===== config.mk =====
export PLATFORM = sky130hd
export DESIGN_NAME = hidden_register_loader_poll_config
export DESIGN_NICKNAME = d
export VERILOG_FILES = /design/src/hdl/hidden_reg_pkg.sv /design/src/hdl/delay_ctl_if.sv /design/src/hdl/hidden_register_loader_poll_config.sv /design/src/hdl/settle_timer.sv
export SDC_FILE = /design/constraint.sdc
export NUM_CORES = 1
export LEC_CHECK = 0
export BUFFER_PORTS_ARGS = -buffer_cell sky130_fd_sc_hd__buf_2
export CAP_MARGIN = 15
export CORE_AREA = 3 3 71 73
export DETAILED_ROUTE_END_ITERATION = 6
export DIE_AREA = 0 0 74 76
export PLACE_DENSITY = 0.76
export SYNTH_ARGS = -nofsm -noshare
export SYNTH_HDL_FRONTEND = slang
export SYNTH_SLANG_ARGS = --single-unit

===== constraint.sdc =====
create_clock -name clk_sys -period 3.3 [get_ports clk_sys]
set_input_delay 0.66 -clock clk_sys [delete_from_list [all_inputs] [get_ports clk_sys]]
set_output_delay 0.66 -clock clk_sys [all_outputs]
set_load 0.03 [all_outputs]

===== src/hdl/hidden_reg_pkg.sv =====
package hidden_reg_pkg;
  // Register port and hidden register select codes
  localparam logic [2:0] AUX_MODE_OFS = 3'h5;
  localparam logic [2:0] SEL_COUNTER_DIV = 3'h1;
  localparam logic [2:0] SEL_POLL_CFG = 3'h3;
  // Field layout of the auxiliary mode register
  localparam int SEL_MSB = 7;
  localparam int SEL_LSB = 5;
  localparam int DATA_MSB = 4;
  // Field layout of the poll configuration
  localparam int CFG_UNCONF_BIT = 4;
  localparam int CFG_SENSE_BIT = 3;
  localparam int CFG_LINE_MSB = 2;
  // Reset values
  localparam logic [3:0] DIV_RESET = 4'h5;
  localparam logic [4:0] CFG_RESET = 5'h10;
  localparam logic [7:0] READ_ZERO = 8'h00;
  // Settling delay in prescaled ticks
  localparam logic [3:0] SETTLE_DATA_TICKS = 4'h4;
  localparam logic [3:0] SETTLE_FAST_TICKS = 4'h1;
  localparam logic [3:0] SETTLE_CMD_TICKS = 4'h4;

  typedef enum logic [0:0] {
    PACS_IDLE = 1'b0,
    PACS_ARMED = 1'b1
  } pacs_e;

  typedef enum logic [0:0] {
    TMR_IDLE = 1'b0,
    TMR_RUN = 1'b1
  } tmr_e;
endpackage : hidden_reg_pkg


===== src/hdl/delay_ctl_if.sv =====
`timescale 1ns/1ps
interface delay_ctl_if;
  logic [3:0] divisor;
  logic start;
  logic cmd_xfer;
  logic fast;
  logic busy;
  logic done;
  modport ctl (output divisor, output start, output cmd_xfer, output fast,
    input busy, input done);
  modport tmr (input divisor, input start, input cmd_xfer, input fast,
    output busy, output done);
endinterface : delay_ctl_if


===== src/hdl/hidden_register_loader_poll_config.sv =====
`timescale 1ns/1ps
module hidden_register_loader_poll_config (
  input wire logic clk_sys,
  input wire logic srst,
  input wire logic pon,
  input wire logic chip_reset_cmd,
  input wire logic host_wr,
  input wire logic host_rd,
  input wire logic [2:0] host_addr,
  input wire logic [7:0] host_wdata,
  output logic [7:0] host_rdata,
  input wire logic remote_cfg_mode,
  input wire logic ist,
  input wire logic ppc_rcv,
  input wire logic ppe_rcv,
  input wire logic ppd_rcv,
  input wire logic other_pcg_rcv,
  input wire logic [3:0] ppe_data,
  input wire logic idy_pin,
  input wire logic xfer_start,
  input wire logic xfer_cmd,
  input wire logic fast_timing,
  output logic settle_busy,
  output logic settle_done,
  input wire logic [7:0] dio_in,
  output logic [7:0] dio_out,
  output logic [7:0] dio_oe
);
  logic [3:0] div_q, div_d;
  logic [4:0] cfg_q, cfg_d;
  logic [4:0] rem_q, rem_d;
  hidden_reg_pkg::pacs_e pacs_q, pacs_d;
  logic [7:0] rdata_q;
  logic [7:0] oe_q, oe_d;
  logic [7:0] out_q;
  logic busy_q, done_q;
  logic pon_m_q, pon_s_q, idy_m_q, idy_s_q;
  logic clr;
  logic aux_wr;
  logic [2:0] sel;
  logic [4:0] eff_cfg;

  delay_ctl_if tif ();

  settle_timer u_timer (
    .clk_sys(clk_sys),
    .srst(srst),
    .ctl(tif.tmr)
  );

  assign tif.divisor = div_q;
  assign tif.start = xfer_start;
  assign tif.cmd_xfer = xfer_cmd;
  assign tif.fast = fast_timing;

  // The pon and idy_pin inputs pass two flops
  always_ff @(posedge clk_sys)
  begin
    if (srst)
    begin
      pon_m_q <= 1'b0;
      pon_s_q <= 1'b0;
      idy_m_q <= 1'b0;
      idy_s_q <= 1'b0;
    end
    else
    begin
      pon_m_q <= pon;
      pon_s_q <= pon_m_q;
      idy_m_q <= idy_pin;
      idy_s_q <= idy_m_q;
    end
  end

  always_comb
  begin
    clr = chip_reset_cmd || pon_s_q;
    sel = host_wdata[hidden_reg_pkg::SEL_MSB:hidden_reg_pkg::SEL_LSB];
    aux_wr = host_wr && (host_addr == hidden_reg_pkg::AUX_MODE_OFS);
  end

  // Hidden register loading
  always_comb
  begin
    div_d = div_q;
    cfg_d = cfg_q;
    if (clr)
    begin
      div_d = hidden_reg_pkg::DIV_RESET;
      cfg_d = hidden_reg_pkg::CFG_RESET;
    end
    else if (aux_wr)
    begin
      case (sel)
        hidden_reg_pkg::SEL_COUNTER_DIV:
          div_d = host_wdata[3:0];
        hidden_reg_pkg::SEL_POLL_CFG:
          cfg_d = host_wdata[hidden_reg_pkg::DATA_MSB:0];
        default:
          cfg_d = cfg_q;
      endcase
    end
  end

  // Remote configuration: PPC arms, PPE/PPD then load or unconfigure
  always_comb
  begin
    pacs_d = pacs_q;
    rem_d = rem_q;
    if (clr)
    begin
      pacs_d = hidden_reg_pkg::PACS_IDLE;
      rem_d = hidden_reg_pkg::CFG_RESET;
    end
    else
    begin
      case (pacs_q)
        hidden_reg_pkg::PACS_IDLE:
          if (ppc_rcv)
            pacs_d = hidden_reg_pkg::PACS_ARMED;
        hidden_reg_pkg::PACS_ARMED:
        begin
          if (ppe_rcv)
            rem_d = {1'b0, ppe_data};
          else if (ppd_rcv)
            rem_d = hidden_reg_pkg::CFG_RESET;
          if (other_pcg_rcv)
            pacs_d = hidden_reg_pkg::PACS_IDLE;
        end
        default:
          pacs_d = hidden_reg_pkg::PACS_IDLE;
      endcase
    end
  end

  // Poll response on the selected line, open collector
  always_comb
  begin
    eff_cfg = remote_cfg_mode ? rem_q : cfg_q;
    oe_d = 8'h00;
    if (idy_s_q && !eff_cfg[hidden_reg_pkg::CFG_UNCONF_BIT]
        && (eff_cfg[hidden_reg_pkg::CFG_SENSE_BIT] == ist))
      oe_d[eff_cfg[hidden_reg_pkg::CFG_LINE_MSB:0]] = 1'b1;
  end

  always_ff @(posedge clk_sys)
  begin
    if (srst)
    begin
      div_q <= hidden_reg_pkg::DIV_RESET;
      cfg_q <= hidden_reg_pkg::CFG_RESET;
      rem_q <= hidden_reg_pkg::CFG_RESET;
      pacs_q <= hidden_reg_pkg::PACS_IDLE;
      rdata_q <= hidden_reg_pkg::READ_ZERO;
      oe_q <= 8'h00;
      out_q <= 8'h00;
      busy_q <= 1'b0;
      done_q <= 1'b0;
    end
    else
    begin
      div_q <= div_d;
      cfg_q <= cfg_d;
      rem_q <= rem_d;
      pacs_q <= pacs_d;
      rdata_q <= hidden_reg_pkg::READ_ZERO;
      oe_q <= oe_d;
      out_q <= 8'h00;
      busy_q <= tif.busy;
      done_q <= tif.done;
    end
  end

  assign host_rdata = rdata_q;
  assign dio_oe = oe_q;
  assign dio_out = out_q;
  assign settle_busy = busy_q;
  assign settle_done = done_q;
endmodule : hidden_register_loader_poll_config


===== src/hdl/settle_timer.sv =====
`timescale 1ns/1ps
module settle_timer (
  input wire logic clk_sys,
  input wire logic srst,
  delay_ctl_if.tmr ctl
);
  hidden_reg_pkg::tmr_e state_q, state_d;
  logic [3:0] pre_q, pre_d;
  logic [3:0] cnt_q, cnt_d;
  logic done_q, done_d;
  logic tick;
  logic [3:0] pre_last;

  // Divisor of zero means a tick every cycle
  always_comb
  begin
    pre_last = (ctl.divisor == 4'h0) ? 4'h0 : ctl.divisor - 4'h1;
    tick = (pre_q == pre_last);
  end

  always_comb
  begin
    state_d = state_q;
    pre_d = pre_q;
    cnt_d = cnt_q;
    done_d = 1'b0;
    case (state_q)
      hidden_reg_pkg::TMR_IDLE:
      begin
        pre_d = 4'h0;
        if (ctl.start)
        begin
          state_d = hidden_reg_pkg::TMR_RUN;
          if (ctl.cmd_xfer)
            cnt_d = hidden_reg_pkg::SETTLE_CMD_TICKS;
          else if (ctl.fast)
            cnt_d = hidden_reg_pkg::SETTLE_FAST_TICKS;
          else
            cnt_d = hidden_reg_pkg::SETTLE_DATA_TICKS;
        end
      end
      hidden_reg_pkg::TMR_RUN:
      begin
        pre_d = tick ? 4'h0 : pre_q + 4'h1;
        if (tick)
        begin
          cnt_d = cnt_q - 4'h1;
          if (cnt_q == 4'h1)
          begin
            state_d = hidden_reg_pkg::TMR_IDLE;
            done_d = 1'b1;
          end
        end
      end
      default:
        state_d = hidden_reg_pkg::TMR_IDLE;
    endcase
  end

  always_ff @(posedge clk_sys)
  begin
    if (srst)
    begin
      state_q <= hidden_reg_pkg::TMR_IDLE;
      pre_q <= 4'h0;
      cnt_q <= 4'h0;
      done_q <= 1'b0;
    end
    else
    begin
      state_q <= state_d;
      pre_q <= pre_d;
      cnt_q <= cnt_d;
      done_q <= done_d;
    end
  end

  assign ctl.busy = (state_q == hidden_reg_pkg::TMR_RUN);
  assign ctl.done = done_q;
endmodule : settle_timer


Word level (Yosys, flattened, before mapping) --
Cells that the tools add are included.
Operators by class: add/sub/neg operators 3, magnitude comparators 2, equal/unequal tests 8, multiplexer cells 21, bitwise logic cells 4, reduce and logical (&&, ||, !) cells 15
Operators by type and width (number):
- 4-bit two-way mux | 5
- 4-bit one-hot mux with 2 select lines | 2
- 5-bit two-way mux | 3
- 2-bit AND reduction | 4
- 4-bit by 1-bit subtractor with 4-bit output (second input constant) | 2
- 1-bit two-way mux | 7
- 4-bit by 1-bit adder with 4-bit output (second input constant) | 1
- 4-bit by 1-bit == test with 1-bit output (second input constant) | 1
- 4-bit == test | 1
- 1-bit logical AND | 4
- 4-bit zero test | 1
- 3-bit by 4-bit less-than comparator with 1-bit output (second input constant) | 1
- 2-bit inequality test (second input constant) | 2
- 1-bit NOT | 4
- 1-bit one-hot mux with 2 select lines | 2
- 2-bit OR reduction | 2
- 1-bit demux with 3-bit select | 1
- 3-bit by 1-bit == test with 1-bit output (second input constant) | 1
- 3-bit by 2-bit == test with 1-bit output (second input constant) | 1
- 3-bit == test (second input constant) | 1
- 3-bit by 1-bit greater-or-equal comparator with 1-bit output (second input constant) | 1
- 3-bit two-way mux | 1
- 3-bit OR reduction | 1
- 2-bit nonzero test | 1
- 3 further kinds | 3
Word-level totals: register bits after elaboration 39, output and inout port bits 26, logic and storage cells 68

Depth between registers and ports, before layout --
Gate-level depths: netlist (run 1).
depth after elaboration 6, gate-level depth with buffers 7, mapped depth without buffers 6

Cells and area by module --
From an unflattened synthesis (run 1), not the netlist that was laid out.
Unflattened totals: cell total of the unflattened synthesis 205, area, all modules 1898.1 um^2
By module, submodules not included:
- hidden_register_loader_poll_config | instances 1, cells each 130, area an instance 1257.5 um^2, seq. area each 580.6 um^2
- settle_timer | instances 1, cells each 75, area an instance 640.6 um^2, seq. area each 200.2 um^2

Least setup slack after synthesis (run 1) --
No wires, ideal clock.
path type reg-to-reg, start point reg div_q[3], end point reg u_timer.cnt_q[3], library setup time 0.062 ns, data arrival time 1.866 ns, required time 3.238 ns, path slack 1.373 ns, stages on the path, launching flop included 7, path buffers 1, period minus slack after synthesis 1.927 ns, cells stage by stage dfxtp_1 or4_1 a21oi_1 a2bb2o_4 buf_6 or4_1 nand3_1
Between the ends: word-level cells in the longest chain between the ends 5
Ends and longest elaborated chain:
- start, declared | line hidden_register_loader_poll_config.sv:29 | logic [3:0] div_q, div_d;
- start signal, assigned | line hidden_register_loader_poll_config.sv:150 | div_q <= hidden_reg_pkg::DIV_RESET;
- start signal, assigned | line hidden_register_loader_poll_config.sv:162 | div_q <= div_d;
- 4-bit by 1-bit subtractor with 4-bit output / 4-bit zero test (equally long branches) | line settle_timer.sv:17 | pre_last = (ctl.divisor == 4'h0) ? 4'h0 : ctl.divisor - 4'h1;
- 4-bit two-way mux (*) | line settle_timer.sv:17
- 4-bit == test (*) | line settle_timer.sv:18 | tick = (pre_q == pre_last);
- 2-bit inequality test (no source line) (*)
- 2-bit AND reduction (no source line) (*)
- end signal, assigned | line settle_timer.sv:73 | cnt_q <= cnt_d;
- end, declared | line settle_timer.sv:9 | logic [3:0] cnt_q, cnt_d;
Mark *: on every way between the ends. The rest lies on a longest branch, timed or not. A chain may end at the register's enable or synchronous reset.

Worst setup path in the final report (run 1) --
start point reg div_q[3], end point reg u_timer.state_q (netlist: u_timer.ctl.busy)
Between the ends: word-level cells in the longest chain between the ends 5
Ends and longest elaborated chain:
- 4-bit by 1-bit subtractor with 4-bit output / 4-bit zero test (equally long branches) | line settle_timer.sv:17
- 4-bit two-way mux (*) | line settle_timer.sv:17
- 4-bit == test (*) | line settle_timer.sv:18
- 1-bit two-way mux (*) | line settle_timer.sv:45 | if (tick)
- 1-bit one-hot mux with 2 select lines (*) | line settle_timer.sv:27 | case (state_q)
- end signal, assigned | line settle_timer.sv:64 | state_q <= hidden_reg_pkg::TMR_IDLE;
- end signal, assigned | line settle_timer.sv:71 | state_q <= state_d;
- end, declared | line settle_timer.sv:7 | hidden_reg_pkg::tmr_e state_q, state_d;
Marked as above.

==> results.toml, run 1 <==
[run_status]
status = "completed"

[global_route]
grtUsageMet2 = 0.197
busiest_layer = "met2"
grt_pass1_vias = 1273
grt_use_met3 = 0.0356
overflow = 0
grtUsageTotal = 0.122
grt_pass1_wl_um = 5430
grt_use_met1 = 0.147
grt_max_degree = 14
antenna_found_initial = 0

[placement]
place_congestion = 0.798
port_buffers = 39
hpwl_um = 2520

[logic_synthesis]
yosys_warnings = 0
yosysSeqAreaShare = 0.443
synth_ff_type = "dfxtp_1"
syn_area_um2 = 1760
syn_area_per_cell_um2 = 9.13
syn_inst = 193
yosys.cell_types.count = 39
async_flop_share = 0
synth_edf_count = 0
ys_ff_latch = 39

[final_layout]
fillCellCount = 437
utilization = 0.454
syn2layout_area_growth_pct = 13.8
n_antenna_cell = 0
final_nets = 275
drive_above_1_share = 0.220

[clock_network]
cts_inserted_buffers = 5
post_cts_resized = 0
clock-sinks = 39
clock_latency_ns = 0.29
htree_levels = 2
holdBufCountCts = 0
path_clk_slew_ns = 0.06
post-cts-setup-buffers = 0
clock_path_buffers = 2
tritoncts = "yes"
root_buffer = "clkbuf_8"

[detailed_routing]
drtIter0Drc = 60
post_drt_wl_per_cell_um = 11.3
antenna_left = 0
wirelength_um = 3220
dr.pass1.iters = 4
routed-via-count = 1392
viasPerCell = 4.90
drc_errors = 0

[floorplan]
core-area_um2 = 4410
die_h_um = 76
rows = 24
die_w_um = 74
io_pins = 65
start_util = 0.399
die_area_um2 = 5620

[timing]
setup_viol = 0
fin_worst_skew_ns = 0.00308
fmax_ghz = 0.511
fin_crit_sh = 0.593
slew_violations = 0
period_needed_ns = 1.96
hold_viol_final = 0
tns_ns = 0
grt_setup_unrepaired = "false"

[critical_path]
required_ns = 3.46
worst_setup_path_end_kind = "flip-flop"
worstPathMaxFanout = 10
critical_path_arrival_ns = 2.12
path_class = "reg -> reg"
start_kind = "flip-flop"

[power]
pwr-share-clk = 0.336
pwr-share-comb = 0.091
leakagePower_uw = 0.000871
powerDensity_nw_per_um2 = 422
ir_drop_mv = 0.202
p_switching_uw = 201
p_int_uw = 645
power.share.sequential = 0.573
switching_share = 0.238

[flow_run]
cap_violations = 0

[worst_hold_path]
min_path_type = "reg -> reg"
## metrics by stage
step                instance area, um2  instances  power [uW]  hold WS (ns)  worst slack (ns)
floorplan                         1820        208         561         0.414              1.37
global placement                  1930        278         570         0.422              1.27
detailed placement                1930        278         572         0.428              1.23
CTS                               2000        284         859         0.443              1.33
global route                      2000        284         886         0.456              1.18
finish                            2000        284         846         0.440              1.34
## cells in the mapped netlist (all sizes together) (2+ instances only)
master / instances / area (um2)
clkbuf: 4 / 15.0
a31oi: 4 / 25.0
nor2b: 12 / 75.1
a21oi: 6 / 30.0
buf: 17 / 131
and2: 2 / 12.5
dfxtp: 39 / 781
o21ai: 7 / 35.0
nand2b: 3 / 18.8
mux2i: 13 / 130
inv: 6 / 22.5
nor3b: 2 / 15.0
xor2: 4 / 35.0
nor2: 23 / 86.3
nor3: 6 / 30.0
or3: 3 / 20.0
nand3b: 2 / 15.0
or4: 2 / 15.0
a22oi: 4 / 30.0
nand3: 5 / 25.0
nand2: 11 / 41.3
ha: 3 / 37.5
## logic make-up (layout without fill, tap and decap cells)
group,count (synthesis),count (layout),synth area share
simple gates,78,78,0.234
flops,39,39,0.443
buf+inv,27,51,0.0959
compound gates,26,26,0.0987
mux,14,14,0.0803
xor+xnor,5,5,0.0249
fa+ha+maj,3,3,0.0213
other cells,1,16,0.00213
## layout make-up
type                       instances  area, um2  share of cell area
multi-input combinational        142        868               0.433
sequential                        39        781               0.390
timing repair buffer              39        195              0.0974
clock buffer                       6       72.6              0.0362
tap                               52       65.1              0.0325
inverter                           6       22.5              0.0112
## metal layers
metal  vias up  part of all wire
li1        706                 -
met1       634              0.43
met4         0             0.016
met3         5             0.073
met5         -                 0
met2        47              0.48
## cells in the final DEF, fill, tap and decap left out, types with 7 or more instances in the layout
cell     instances
conb_1          16
mux2i_1         13
o21ai_0          7
nand2_1         11
nor2_1          23
nor2b_1         12
dfxtp_1         39
buf_2           39
## critical path, cell delays in order, from the launching register on
cell	delay [ns]
dfxtp_1	0.36
or4_1	0.53
a21oi_1	0.17
a2bb2o_4	0.27
nor4b_1	0.38
a211oi_1	0.12
## worst paths after layout
check             startpoint                to  slack (ns)  cells after the start
setup / recovery    div_q[3]  u_timer.ctl.busy        1.34                      5
hold / removal       idy_m_q           idy_s_q        0.44                      1
setup reg to reg    div_q[3]  u_timer.ctl.busy        1.34                      5
hold reg to reg      idy_m_q           idy_s_q        0.44                      1
## flip-flops by register name (all words and copies together) (netlist names)
name and flops:
pon_m_q 1, rem_q 5, u_timer.ctl.done 1, cfg_q 5, settle_done 1, div_q 4, u_timer.cnt_q 4, pon_s_q 1
pacs_q 1, settle_busy 1, u_timer.pre_q 4, dio_oe 8, u_timer.ctl.busy 1, idy_m_q 1, idy_s_q 1
## power groups by stage
stage | combinational [uW] | sequential [uW] | clock, uW
final | 76.7 | 485 | 284
after global routing | 84.8 | 486 | 316
after CTS | 76.7 | 485 | 298
after detailed placement | 76.5 | 495 | 0
after global placement | 75.2 | 495 | 0
after floorplan | 67.0 | 494 | 0
Note: power is estimated with default switching activity, not from simulation.
==> run 2, diff against run 1 <==
--- a/config.mk
+++ b/config.mk
@@ -5,12 +5,13 @@
 export SDC_FILE = /design/constraint.sdc
 export NUM_CORES = 1
 export LEC_CHECK = 0
+export ABC_AREA = 1
 export BUFFER_PORTS_ARGS = -buffer_cell sky130_fd_sc_hd__buf_2
 export CAP_MARGIN = 15
-export CORE_AREA = 3 3 71 73
+export CORE_AREA = 3 3 72 74
 export DETAILED_ROUTE_END_ITERATION = 6
-export DIE_AREA = 0 0 74 76
-export PLACE_DENSITY = 0.76
+export DIE_AREA = 0 0 75 77
+export PLACE_DENSITY = 0.78
 export SYNTH_ARGS = -nofsm -noshare
 export SYNTH_HDL_FRONTEND = slang
 export SYNTH_SLANG_ARGS = --single-unit
==> constraint.sdc (replaced) <==
create_clock -name clk_sys -period 1.8 [get_ports clk_sys]
set_input_delay 0.36 -clock clk_sys [delete_from_list [all_inputs] [get_ports clk_sys]]
set_output_delay 0.36 -clock clk_sys [all_outputs]
set_load 0.03 [all_outputs]
==> results.toml, run 2 <==
[final_layout]
mostFrequentLayoutCells = "nand2_1 (49), dfxtp_1 (39), buf_2 (39), inv_1 (34), nor2_1 (31)"
syn2layout_area_growth_pct = 15.9
final_nets = 330
n_antenna_cell = 0
final_common_cell = "nand2_1"
drive_above_1_share = 0.218
largest_reg_flops = 8

[critical_path]
cp_common_cell = "nand2_1"
start_kind = "flip-flop"
rrSetupSlack_ns = 0.44
worstPathCellList = "inv_1 > nand2_1 > nand2_2 > nand3_1 > nand2_1 > nor2_4 > nand3_2 > a21oi_1 > nor2_1"
critPathLaunch = "div_q[3]"
required_ns = 1.99
reg2reg_to = "u_timer.cnt_q[2]"
path_class = "reg -> reg"
crit_family = "simple AND/OR/NAND/NOR gates"
crit_buf_inv = 1
slowest_delay_ns = 0.41
critical_path_arrival_ns = 1.55
r2r_start = "div_q[3]"
worstPathMaxFanout = 5
worst_setup_path_end_kind = "flip-flop"
worst_path_max_delay_cell = "dfxtp_1"
reg2reg_depth = 9

[clock_network]
clock_path_buffers = 2
holdBufCountCts = 0
tritoncts = "yes"
cts_inserted_buffers = 5
root_buffer = "clkbuf_8"
path_clk_slew_ns = 0.08
post-cts-setup-buffers = 0
clock_latency_ns = 0.29
post_cts_resized = 0
htree_levels = 2
clock-sinks = 39

[logic_synthesis]
syn_area_per_cell_um2 = 7.38
async_flop_share = 0
synth_common_cells = "nand2_1 (49), dfxtp_1 (39), inv_1 (34), nor2_1 (31), a21oi_1 (17)"
synth_ff_type = "dfxtp_1"
synth_edf_count = 0
syn_inst = 244
yosys.cell_types.count = 28
synth_top_area_cell = "dfxtp_1"
ys_ff_latch = 39
yosysMostFrequentCell = "nand2_1"
yosysSeqAreaShare = 0.434
syn_area_um2 = 1800
netlist.area_leader.share = 0.434
yosys_warnings = 0
synthTopCellsByArea = "dfxtp_1 (43%), nand2_1 (10%), inv_1 (7.1%)"

[placement]
place_congestion = 0.746
port_buffers = 39
pre_cts_ws_ns = 0.396
hpwl_um = 2620

[floorplan]
die_area_um2 = 5780
start_util = 0.386
rows = 25
io_pins = 65
die_w_um = 75
die_h_um = 77
core-area_um2 = 4660

[detailed_routing]
drtIter0Drc = 20
post_drt_wl_per_cell_um = 9.57
routed-via-count = 1521
dr.pass1.iters = 4
viasPerCell = 4.43
wirelength_um = 3280
antenna_left = 0
drc_errors = 0

[timing]
slew_violations = 0
tns_ns = 0
fin_worst_skew_ns = 0.00737
fin_ws_ns = 0.437
setup_viol = 0
hold_viol_final = 0
grt_setup_unrepaired = "false"
hold_ws_ns = 0.266
fmax_ghz = 0.734
fin_crit_sh = 0.757
period_needed_ns = 1.36

[global_route]
overflow = 0
grt_max_degree = 14
grtUsageTotal = 0.120
grt_pass1_wl_um = 5390
grt_pass1_vias = 1358
antenna_found_initial = 0

[worst_hold_path]
holdPathEnd = "pon_m_q"
hold_path_depth = 3
hold_start = "pon"
min_path_type = "in -> reg"

[power]
ir_drop_mv = 0.266
powerDensity_nw_per_um2 = 788
leakagePower_uw = 0.000975

[flow_run]
cap_violations = 0

[run_status]
status = "completed"
## run 2: cell families after synthesis
kind of cell,share of synthesized area
AOI/OAI and AO/OA,0.0966
xor gates and xnor gates,0.0146
adders and majority gates,0.0209
buffers and inverters,0.147
DFF,0.434
other,0.00208
and+or+nand+nor,0.286
## run 2: layout make-up
class / count / area [um2]
Inverter: 35 / 131
Multi-Input combinational cell: 166 / 812
Timing Repair Buffer: 41 / 210
Clock buffer: 6 / 72.6
Sequential cell: 39 / 781
Clock inverter: 2 / 12.5
Tap cell: 54 / 67.6
Fill cell: 482 / 2570
## run 2: routing by layer
metal  vias to the layer above  wire length, um  global-route usage
met3                         4              142              0.0393
met5                         -                0                   0
met1                       671             1330               0.118
li1                        819                -                   -
met4                         0               31              0.0480
met2                        27             1780               0.220
## run 2: worst max path at each step
| stage | slack [ns] | endpoint | cells after the start |
|---|---|---|---|
| finish | 0.44 | u_timer.cnt_q[2] | 9 |
| floorplan | 0.54 | div_q[3] | 7 |
| detailed placement | 0.40 | cfg_q[0] | 6 |
| global placement | 0.44 | cfg_q[1] | 6 |
| global route | 0.27 | u_timer.cnt_q[0] | 10 |
| CTS | 0.43 | u_timer.cnt_q[2] | 9 |
## run 2: worst reg2reg max path, cell delays in order, from the launching register on
cell,delay [ns]
dfxtp_1,0.41
inv_1,0.08
nand2_1,0.08
nand2_2,0.07
nand3_1,0.07
nand2_1,0.09
nor2_4,0.16
nand3_2,0.13
a21oi_1,0.15
nor2_1,0.06
## run 2: report_power, final
group          total (uW)  internal, uW  leakage [uW]  switching, uW
Clock                 567           271     0.0000412            296
Sequential            894           881      0.000316           13.2
Combinational         185          58.3      0.000617            127
Total                1650          1210      0.000975            436
## run 2: stage by stage
step	instance area (um2)	util	total power, uW	std cells
floorplan	1860	-	1070	259
global placement	2000	0.430	1090	335
detailed placement	2000	0.430	1100	335
CTS	2090	0.448	1670	343
global route	2090	0.448	1730	343
finish	2090	0.448	1650	343
